File: src/include/irda_port_pkg.sv
`default_nettype none
package irda_port_pkg;
  // system clock and host serial rate
  localparam int CLK_HZ     = 20_000_000;
  localparam int BAUD       = 115_200;
  localparam int BIT_CYCLES = CLK_HZ / BAUD;
  // character widths: host chars are bytes, link frames carry a control flag above the byte
  localparam int DATA_W     = 8;
  localparam int FRAME_W    = DATA_W + 1;
  localparam int FRAME_CTRL = DATA_W;
  localparam int FIFO_DEPTH = 8;
  // flow-control headroom: host is stopped while this few slots or fewer are free
  localparam int CTS_SLACK  = 2;
  // link control frame codes
  localparam logic [7:0] CTRL_CONNECT    = 8'h01;
  localparam logic [7:0] CTRL_DISCONNECT = 8'h02;
  localparam logic [7:0] CTRL_STATUS     = 8'h10;
  // status frame field positions, each bit high when the line is asserted
  localparam int STAT_RI  = 0;
  localparam int STAT_CD  = 1;
  localparam int STAT_DSR = 2;
  localparam int STAT_W   = 3;
endpackage
`default_nettype wire

File: src/include/host_uart_if.sv
`timescale 1ns/1ps
`default_nettype none
interface host_uart_if;
  logic ser_to_dev;
  logic ser_to_host;
  logic ring_n;
  logic cd_n;
  logic dtr_n;
  logic dsr_n;
  logic cts_n;
  logic rts_n;
  modport dev_end  (input ser_to_dev, ring_n, cd_n, dtr_n, rts_n, output ser_to_host, dsr_n, cts_n);
  modport host_end (output ser_to_dev, ring_n, cd_n, dtr_n, rts_n, input ser_to_host, dsr_n, cts_n);
endinterface
`default_nettype wire

File: src/rtl/irda_secondary_port.sv
`timescale 1ns/1ps
`default_nettype none

module sync_fifo #(
  parameter int W     = irda_port_pkg::DATA_W,
  parameter int DEPTH = irda_port_pkg::FIFO_DEPTH
) (
  input  wire logic                     clk_sys,
  input  wire logic                     rst,
  input  wire logic [W-1:0]             in_data,
  input  wire logic                     in_valid,
  output logic                          in_ready,
  output logic [W-1:0]                  out_data,
  output logic                          out_valid,
  input  wire logic                     out_ready,
  output logic [$clog2(DEPTH):0]        level
);
  localparam int AW = $clog2(DEPTH);
  logic [W-1:0] mem [DEPTH];
  logic [AW:0]  wp;
  logic [AW:0]  rp;

  // depth must be a power of two; pointers carry one wrap bit
  assign level     = wp - rp;
  assign in_ready  = level != (AW + 1)'(DEPTH);
  assign out_valid = level != '0;
  assign out_data  = mem[rp[AW-1:0]];

  always_ff @(posedge clk_sys) begin
    if (rst) begin
      wp <= '0;
      rp <= '0;
    end else begin
      if (in_valid && in_ready) begin
        mem[wp[AW-1:0]] <= in_data;
        wp <= wp + 1'b1;
      end
      if (out_valid && out_ready) rp <= rp + 1'b1;
    end
  end
endmodule

module irda_secondary_port #(
  parameter int BIT_CYC = irda_port_pkg::BIT_CYCLES,
  parameter int DEPTH   = irda_port_pkg::FIFO_DEPTH
) (
  input  wire logic   clk_sys,
  input  wire logic   rst,
  host_uart_if.dev_end port,
  output logic        infrared_tx_out,
  input  wire logic   infrared_rx_in,
  output logic        link_up
);
  localparam int DW = irda_port_pkg::DATA_W;
  localparam int FW = irda_port_pkg::FRAME_W;
  localparam int LW = $clog2(DEPTH) + 1;

  // true for a control frame carrying the given code
  function automatic logic ctrl_is(input logic [FW-1:0] f, input logic [DW-1:0] code);
    return f[irda_port_pkg::FRAME_CTRL] && f[DW-1:0] == code;
  endfunction

  logic [2:0]    ir_sync;
  logic          ir_line;
  logic [DW-1:0] host_rx_data;
  logic          host_rx_valid;
  logic [DW-1:0] up_data;
  logic          up_valid;
  logic          up_ready;
  logic [LW-1:0] up_level;
  logic [FW-1:0] ir_rx_data;
  logic          ir_rx_valid;
  logic          down_in_valid;
  logic [DW-1:0] down_data;
  logic          down_valid;
  logic          down_ready;
  logic          host_tx_ready;
  logic          host_tx_go;
  logic [FW-1:0] ir_frame;
  logic          ir_go;
  logic          ir_ready;
  logic          linked;
  logic          force_status;
  logic [irda_port_pkg::STAT_W-1:0] cur_status;
  logic [irda_port_pkg::STAT_W-1:0] sent_status;
  logic          need_status;
  logic          is_ctrl;

  // infrared receive pin: three stages, accepted once the last two agree
  always_ff @(posedge clk_sys) begin
    if (rst) begin
      ir_sync <= 3'h7;
      ir_line <= 1'b1;
    end else begin
      ir_sync <= {ir_sync[1:0], infrared_rx_in};
      if (ir_sync[1] == ir_sync[2]) ir_line <= ir_sync[2];
    end
  end

  // host to link path: chars from the host queue until a link drains them
  ser_rx #(.W(DW), .BIT_CYC(BIT_CYC)) u_host_rx (
    .clk_sys (clk_sys),
    .rst     (rst),
    .line    (port.ser_to_dev),
    .data    (host_rx_data),
    .valid   (host_rx_valid)
  );

  sync_fifo #(.W(DW), .DEPTH(DEPTH)) u_up_fifo (
    .clk_sys   (clk_sys),
    .rst       (rst),
    .in_data   (host_rx_data),
    .in_valid  (host_rx_valid),
    .in_ready  (),
    .out_data  (up_data),
    .out_valid (up_valid),
    .out_ready (up_ready),
    .level     (up_level)
  );

  // clear-to-send from local buffer room, leaving space for a char in flight
  always_ff @(posedge clk_sys) begin
    if (rst) port.cts_n <= 1'b1;
    else port.cts_n <= up_level >= LW'(DEPTH - irda_port_pkg::CTS_SLACK);
  end

  // modem lines seen by the primary, asserted-high; ring, carrier and host DTR
  assign cur_status[irda_port_pkg::STAT_RI]  = !port.ring_n;
  assign cur_status[irda_port_pkg::STAT_CD]  = !port.cd_n;
  assign cur_status[irda_port_pkg::STAT_DSR] = !port.dtr_n;
  assign need_status = linked && (force_status || cur_status != sent_status);

  // link transmit arbiter: status first, then data; silent while unlinked
  always_comb begin
    ir_go    = 1'b0;
    up_ready = 1'b0;
    ir_frame = {1'b0, up_data};
    if (ir_ready && need_status) begin
      ir_go    = 1'b1;
      ir_frame = {1'b1, irda_port_pkg::CTRL_STATUS | DW'(cur_status)};
    end else if (ir_ready && linked && up_valid) begin
      ir_go    = 1'b1;
      up_ready = 1'b1;
    end
  end

  ser_tx #(.W(FW), .BIT_CYC(BIT_CYC)) u_ir_tx (
    .clk_sys (clk_sys),
    .rst     (rst),
    .data    (ir_frame),
    .valid   (ir_go),
    .ready   (ir_ready),
    .line    (infrared_tx_out)
  );

  ser_rx #(.W(FW), .BIT_CYC(BIT_CYC)) u_ir_rx (
    .clk_sys (clk_sys),
    .rst     (rst),
    .line    (ir_line),
    .data    (ir_rx_data),
    .valid   (ir_rx_valid)
  );

  assign is_ctrl = ir_rx_data[irda_port_pkg::FRAME_CTRL];

  // link state follows the primary only; remote status frames are ignored
  always_ff @(posedge clk_sys) begin
    if (rst) begin
      linked <= 1'b0;
    end else if (ir_rx_valid && is_ctrl) begin
      if (ctrl_is(ir_rx_data, irda_port_pkg::CTRL_CONNECT)) linked <= 1'b1;
      else if (ctrl_is(ir_rx_data, irda_port_pkg::CTRL_DISCONNECT)) linked <= 1'b0;
    end
  end

  // status owed after connect; a new connect wins over a send in the same cycle
  always_ff @(posedge clk_sys) begin
    if (rst) begin
      force_status <= 1'b0;
      sent_status  <= '0;
    end else begin
      if (ir_go && ir_frame[irda_port_pkg::FRAME_CTRL]) begin
        force_status <= 1'b0;
        sent_status  <= cur_status;
      end
      if (ir_rx_valid && ctrl_is(ir_rx_data, irda_port_pkg::CTRL_CONNECT)) force_status <= 1'b1;
    end
  end

  // DSR and link flag from link state alone
  always_ff @(posedge clk_sys) begin
    if (rst) begin
      port.dsr_n <= 1'b1;
      link_up    <= 1'b0;
    end else begin
      port.dsr_n <= !linked;
      link_up    <= linked;
    end
  end

  // link to host path
  assign down_in_valid = ir_rx_valid && !is_ctrl && linked;

  sync_fifo #(.W(DW), .DEPTH(DEPTH)) u_down_fifo (
    .clk_sys   (clk_sys),
    .rst       (rst),
    .in_data   (ir_rx_data[DW-1:0]),
    .in_valid  (down_in_valid),
    .in_ready  (),
    .out_data  (down_data),
    .out_valid (down_valid),
    .out_ready (down_ready),
    .level     ()
  );

  // a char starts only while the host lowers RTS; a char under way finishes
  assign host_tx_go = down_valid && !port.rts_n && host_tx_ready;
  assign down_ready = host_tx_go;

  ser_tx #(.W(DW), .BIT_CYC(BIT_CYC)) u_host_tx (
    .clk_sys (clk_sys),
    .rst     (rst),
    .data    (down_data),
    .valid   (host_tx_go),
    .ready   (host_tx_ready),
    .line    (port.ser_to_host)
  );
endmodule
`default_nettype wire

File: src/rtl/host_uart_ctrl.sv
`timescale 1ns/1ps
`default_nettype none

// serialiser shared by both ends: start bit, W data bits lsb first, one stop bit
module ser_tx #(
  parameter int W       = irda_port_pkg::DATA_W,
  parameter int BIT_CYC = irda_port_pkg::BIT_CYCLES
) (
  input  wire logic         clk_sys,
  input  wire logic         rst,
  input  wire logic [W-1:0] data,
  input  wire logic         valid,
  output logic              ready,
  output logic              line
);
  logic [W:0]  sh;
  logic [4:0]  left;
  logic [15:0] cyc;
  logic        busy;

  assign ready = !busy;

  // line idles high; ready again only after the full stop period
  always_ff @(posedge clk_sys) begin
    if (rst) begin
      busy <= 1'b0;
      line <= 1'b1;
      sh   <= '0;
      left <= 5'h00;
      cyc  <= 16'h0000;
    end else if (!busy) begin
      if (valid) begin
        busy <= 1'b1;
        line <= 1'b0;
        sh   <= {1'b1, data};
        left <= 5'(W + 1);
        cyc  <= 16'h0000;
      end
    end else if (cyc == 16'(BIT_CYC - 1)) begin
      cyc <= 16'h0000;
      if (left == 5'h00) begin
        busy <= 1'b0;
      end else begin
        line <= sh[0];
        sh   <= {1'b1, sh[W:1]};
        left <= left - 5'h01;
      end
    end else begin
      cyc <= cyc + 16'h0001;
    end
  end
endmodule

module ser_rx #(
  parameter int W       = irda_port_pkg::DATA_W,
  parameter int BIT_CYC = irda_port_pkg::BIT_CYCLES
) (
  input  wire logic         clk_sys,
  input  wire logic         rst,
  input  wire logic         line,
  output logic [W-1:0]      data,
  output logic              valid
);
  typedef enum logic [1:0] {RX_IDLE, RX_START, RX_DATA, RX_STOP} rx_state_t;
  rx_state_t   state;
  logic [W-1:0] sh;
  logic [4:0]  n;
  logic [15:0] cyc;

  // samples each bit at its centre; a frame with a bad stop bit is discarded
  always_ff @(posedge clk_sys) begin
    if (rst) begin
      state <= RX_IDLE;
      sh    <= '0;
      data  <= '0;
      n     <= 5'h00;
      cyc   <= 16'h0000;
      valid <= 1'b0;
    end else begin
      valid <= 1'b0;
      cyc   <= cyc + 16'h0001;
      unique case (state)
        RX_IDLE: begin
          cyc <= 16'h0000;
          if (!line) state <= RX_START;
        end
        RX_START: begin
          if (cyc == 16'(BIT_CYC / 2 - 1)) begin
            cyc   <= 16'h0000;
            n     <= 5'h00;
            state <= line ? RX_IDLE : RX_DATA;
          end
        end
        RX_DATA: begin
          if (cyc == 16'(BIT_CYC - 1)) begin
            cyc <= 16'h0000;
            sh  <= {line, sh[W-1:1]};
            if (n == 5'(W - 1)) state <= RX_STOP;
            else n <= n + 5'h01;
          end
        end
        RX_STOP: begin
          if (cyc == 16'(BIT_CYC - 1)) begin
            valid <= line;
            data  <= sh;
            state <= RX_IDLE;
          end
        end
      endcase
    end
  end
endmodule

`default_nettype wire

File: src/flat_wrapper.sv
// flat-port wrapper written by rule: the top's interface ports become plain ports
module irda_secondary_port_flat 
#(
  parameter int BIT_CYC = irda_port_pkg::BIT_CYCLES,
  parameter int DEPTH   = irda_port_pkg::FIFO_DEPTH
)
  (clk_sys, rst, infrared_tx_out, infrared_rx_in, link_up, port_ser_to_dev, port_ring_n, port_cd_n, port_dtr_n, port_rts_n, port_ser_to_host, port_dsr_n, port_cts_n);
  host_uart_if port_i ();
  input  wire logic clk_sys;
  input  wire logic rst;
  output logic infrared_tx_out;
  input  wire logic infrared_rx_in;
  output logic link_up;
  input wire logic [$bits(port_i.ser_to_dev)-1:0] port_ser_to_dev;
  input wire logic [$bits(port_i.ring_n)-1:0] port_ring_n;
  input wire logic [$bits(port_i.cd_n)-1:0] port_cd_n;
  input wire logic [$bits(port_i.dtr_n)-1:0] port_dtr_n;
  input wire logic [$bits(port_i.rts_n)-1:0] port_rts_n;
  output wire logic [$bits(port_i.ser_to_host)-1:0] port_ser_to_host;
  output wire logic [$bits(port_i.dsr_n)-1:0] port_dsr_n;
  output wire logic [$bits(port_i.cts_n)-1:0] port_cts_n;
  assign port_i.ser_to_dev = port_ser_to_dev;
  assign port_i.ring_n = port_ring_n;
  assign port_i.cd_n = port_cd_n;
  assign port_i.dtr_n = port_dtr_n;
  assign port_i.rts_n = port_rts_n;
  assign port_ser_to_host = port_i.ser_to_host;
  assign port_dsr_n = port_i.dsr_n;
  assign port_cts_n = port_i.cts_n;
  irda_secondary_port #(.BIT_CYC(BIT_CYC), .DEPTH(DEPTH)) u_core (.clk_sys(clk_sys), .rst(rst), .port(port_i), .infrared_tx_out(infrared_tx_out), .infrared_rx_in(infrared_rx_in), .link_up(link_up));
endmodule
File: config.mk
export PLATFORM = sky130hd
export DESIGN_NAME = irda_secondary_port_flat
export DESIGN_NICKNAME = d
export VERILOG_FILES = /design/src/include/irda_port_pkg.sv /design/src/include/host_uart_if.sv /design/src/rtl/irda_secondary_port.sv /design/src/rtl/host_uart_ctrl.sv /design/src/flat_wrapper.sv
export SDC_FILE = /design/constraint.sdc
export NUM_CORES = 1
export LEC_CHECK = 0
export BUFFER_PORTS_ARGS = -buffer_cell sky130_fd_sc_hd__buf_2
export CAP_MARGIN = 30
export CORE_MARGIN = 1
export CORE_UTILIZATION = 40
export DETAILED_ROUTE_END_ITERATION = 16
export HOLD_SLACK_MARGIN = 0.05
export SLEW_MARGIN = 25
export SYNTH_ARGS = -nofsm -noshare
export SYNTH_HDL_FRONTEND = slang
export SYNTH_SLANG_ARGS = --single-unit
File: constraint.sdc
create_clock -name clk_sys -period 8.8 [get_ports clk_sys]
set_clock_uncertainty 0.2 [all_clocks]
set_input_delay 0.44 -clock clk_sys [delete_from_list [all_inputs] [get_ports clk_sys]]
set_output_delay 0.44 -clock clk_sys [all_outputs]
set_load 0.005 [all_outputs]
==> summary.md <==
| Metric | Value |
|---|---|
| Status | `completed` |
| Top cells by area, synth | `edfxtp_1 (29%), dfxtp_1 (27%), nor2_1 (5.5%), mux4_2 (5.5%), mux2i_1 (4.9%)` |
| Inst Count DP | `between 1500 and 2000` |
| CTS tree | `yes` |
| GPL Wtd Cong | `about 0.81` |
| Main synth FF type | `dfxtp_1` |
| Crit share post-route | `39.6%` |
| Total Power | `between 3000 and 4000 uW` |
| Switching Fraction | `between 20% and 30%` |
| WL final | `24400 um` |
| WP data required | `slightly below 9000 ps` |
| First-pass GRT wire length | `between 40000 and 50000 um` |
| GR Overflow Total | `0` |
| Post-synth top area share | `around 29%` |
| Peak supply drop | `0.000124 V` |
| Reg clk slew, reported paths | `~60 ps` |
| Post-DP HPWL | `16000 um` |
| PortBufs | `12` |
| Count of final hold-check violations | `0` |
| Asr flop ratio synth | `0%` |
| Io pins | `13` |
| Avg Vias per Cell | `around 5` |
| Max-slew violations | `0` |
| Initial Utilization | `40.6%` |
| Rel. slew slack | `between 40% and 50%` |
| CTS resizes | `0` |
| Ys Warns | `0` |
| DIE WIDTH | `about 180 um` |
| LEAKAGE | `~0.0051 uW` |
| Min Tclk post-route | `roughly 3500 ps` |
| Maximum root-to-sink buffer count | `3` |
| Core area | `between 30000 and 40000 sq um` |
| CP most frequent cell | `inv_1` |
| Yosys top cell by area | `edfxtp_1` |
| Nets | `approximately 1200` |
| Number of synthesized flops with an enable pin | `around 130` |
| Fmax | `about 0.29 GHz` |
| Vias in the first global route | `between 8000 and 9000` |
| P per Cell Area | `between 200 and 250 nW/um^2` |
| CP max FO | `10` |
| Distinct cells, synth | `between 70 and 80` |
| Area added between synthesis and finish | `13.4%` |
| # DRC | `0` |
| TritonCTS Buffers | `35` |
| Min Hold Slack | `~120 ps` |
| Pint | `approximately 2600 uW` |
| Crit path kind | `register to register` |
| DR vias | `between 8000 and 9000` |
| Comb power frac | `9.3%` |
| Most frequent cell after synthesis | `nor2_1` |
| Root buf cell | `clkbuf_16` |
| Later-pin clock latency in the skew report | `between 500 and 600 ps` |
| CP max stage delay | `just under 700 ps` |
| Slowest CP cell | `o21ai_1` |
| Number of H-tree levels | `2` |
| Die Height | `between 150 and 200 um` |
| All-Layer GR Usage | `~15%` |
| Layout cells sized above 1 | `about an eighth` |
| Synth Cell Area | `around 13000 sq um` |
| Critical Path End Type | `register` |
| Pin count of the biggest net entering global routing | `between 70 and 80` |
| Ant. Diodes | `0` |
| Antenna-violating nets left | `0` |
| Yosys reg bits | `309` |
| CTS sink cnt | `309` |
| Sw Pwr | `roughly 790 uW` |
| Iter 0 DRT Violations | `448` |
| Layout filler cell count | `about 3000` |
| Worst min-delay path class | `input pin to register` |
| CP arrival | `~3500 ps` |
| CP Cell Sequence | `inv_1 > ha_1 > inv_1 > fa_1 > or3b_2 > o21ai_1 > nor4_2 > buf_2` |
| Clock power share | `roughly 44%` |
| Post-synthesis instance total | `~1200` |
| Row cnt | `66` |
| RSZ-0062 raised after global routing | `false` |
| DRT Pass-1 Iters | `5` |
| Register area share after synthesis | `56.5%` |
| Die area | `between 30000 and 40000 sq um` |
| Syn Nets | `1199` |
| DR WL/cell | `~15 um` |
| Fin cells | `about 1600` |
| Worst-Margin Slew | `roughly 840 ps` |
| Final setup vio count | `0` |
| Mean Syn Cell Area | `11.4 sq um` |
| Initial antenna violation count | `0` |
| Layout Utilization | `~46%` |
| Fin Setup TNS | `0 ps` |
| Reg power frac | `between 40% and 50%` |
| Max cap viols | `0` |
| Synth cell count leaders | `nor2_1 (193), dfxtp_1 (181), edfxtp_1 (128), nand2_1 (66), mux2i_1 (65)` |
| CP Launch Type | `register` |
==> critical path, delay by kind of cell (launching register included) <==
| family | cells | cell delay [ps] |
|---|---|---|
| and+or+nand+nor | 2 | 660 |
| adders and majority gates | 2 | 690 |
| buffers and inverters | 3 | 450 |
| DFF | 1 | 540 |
| AOI/OAI and AO/OA | 1 | 680 |
==> per-stage QoR <==
stage	instance area, sq um	worst slack, ps
final	15000	5320
after floorplan	13200	5580
after global placement	13700	5320
after global routing	15000	5040
after CTS	15000	5310
after detailed placement	13700	5370
==> per-layer routing <==
layer	GRT usage, %	up-vias	routed length (um)	share of wire [%]
met2	24.3	109	11500	47
met1	20.1	4029	11600	48
met4	4.40	0	547	2.2
met3	2.46	41	773	3.2
met5	0	-	0	0
li1	-	4259	-	-
==> repair_timing <==
item / in CTS / in global routing
hold endpoints to repair: 5 / 0
setup buffers: 0 / 0
hold buffers: 5 / 0
==> cells in the final DEF, fill, tap and decap left out, types with 5 or more instances in the layout <==
master         count
nand2b_1          10
a311oi_1          12
a21oi_1           46
mux4_2            32
nor3_1            21
o31ai_1            5
clkbuf_1           9
dfxtp_1          180
nor4b_1            9
nor4_1            12
nor2_1           193
edfxtp_1         128
nand3b_1           8
and3_1            11
clkinv_2           6
a211oi_1           8
clkbuf_16         37
buf_4              9
nor4_2             6
or2_2              6
nand4_1           20
nor3b_1            5
nand3_1           36
mux2i_1           65
dlygate4sd3_1      5
a31oi_1            8
xnor2_1           21
ha_1              27
o21ai_0           32
a221oi_1           5
inv_1             36
xor2_1            33
nand2_1           66
buf_2             15
and2_1             5
==> state kept, by name, summed over array words and instances (netlist names), 3 cells and up, named ones only <==
register and count:
u_core.u_ir_rx.n 5, u_core.u_host_rx.n 5, u_core.u_up_fifo.mem 64, u_core.u_host_rx.data 8, u_core.u_ir_rx.cyc 16, u_core.u_host_tx.left 5
u_core.ir_sync 3, u_core.u_ir_tx.left 5, u_core.u_host_rx.cyc 16, u_core.u_down_fifo.mem 64, u_core.sent_status 3, u_core.u_host_rx.sh 8
u_core.u_ir_rx.data 9, u_core.u_ir_tx.cyc 16, u_core.u_host_tx.cyc 16, u_core.u_down_fifo.rp 4, u_core.u_up_fifo.rp 4, u_core.u_ir_rx.sh 9
u_core.u_host_tx.sh 9, u_core.u_down_fifo.wp 4, u_core.u_up_fifo.wp 4, u_core.u_ir_tx.sh 10
==> kinds of logic (layout without fill, tap and decap cells) <==
group	Yosys count	count (layout)	share of synthesized area [%]
AO/OA/AOI/OAI	144	144	7.37
XOR/XNOR	54	54	3.58
adder cells (fa/ha/maj)	28	28	2.71
buffers and inverters	85	129	2.59
flip-flops	309	309	56.5
multiplexers	101	101	10.7
AND/OR/NAND/NOR	442	442	16.5
==> layout make-up <==
type	count	area [sq um]	area share [%]
Sequential cell	309	7470	49.9
Multi-Input combinational cell	769	5430	36.3
Clock buffer	49	1000	6.68
Tap cell	442	553	3.69
Clock inverter	15	195	1.30
Timing Repair Buffer	29	193	1.29
Inverter	36	135	0.902
==> final timing paths <==
path	from	end	slack, ps	cells after the start
setup / recovery	u_core.u_up_fifo.wp[0]	u_core.u_up_fifo.mem[5][0]	5320	8
hold reg to reg	u_core.ir_sync[0]	u_core.ir_sync[1]	210	1
setup reg to reg	u_core.u_up_fifo.wp[0]	u_core.u_up_fifo.mem[5][0]	5320	8
hold / removal	port_rts_n	u_core.u_host_tx.busy	120	4
==> power by group through the flow <==
stage | combinational, uW | clock [uW] | sequential (uW)
2_1_floorplan | 280 | 0 | 1560
3_3_place_gp | 301 | 0 | 1590
3_5_place_dp | 307 | 0 | 1590
4_1_cts | 311 | 1530 | 1560
5_1_grt | 344 | 1580 | 1570
6_report | 312 | 1490 | 1560
Note: power is estimated with default switching activity, not from simulation.
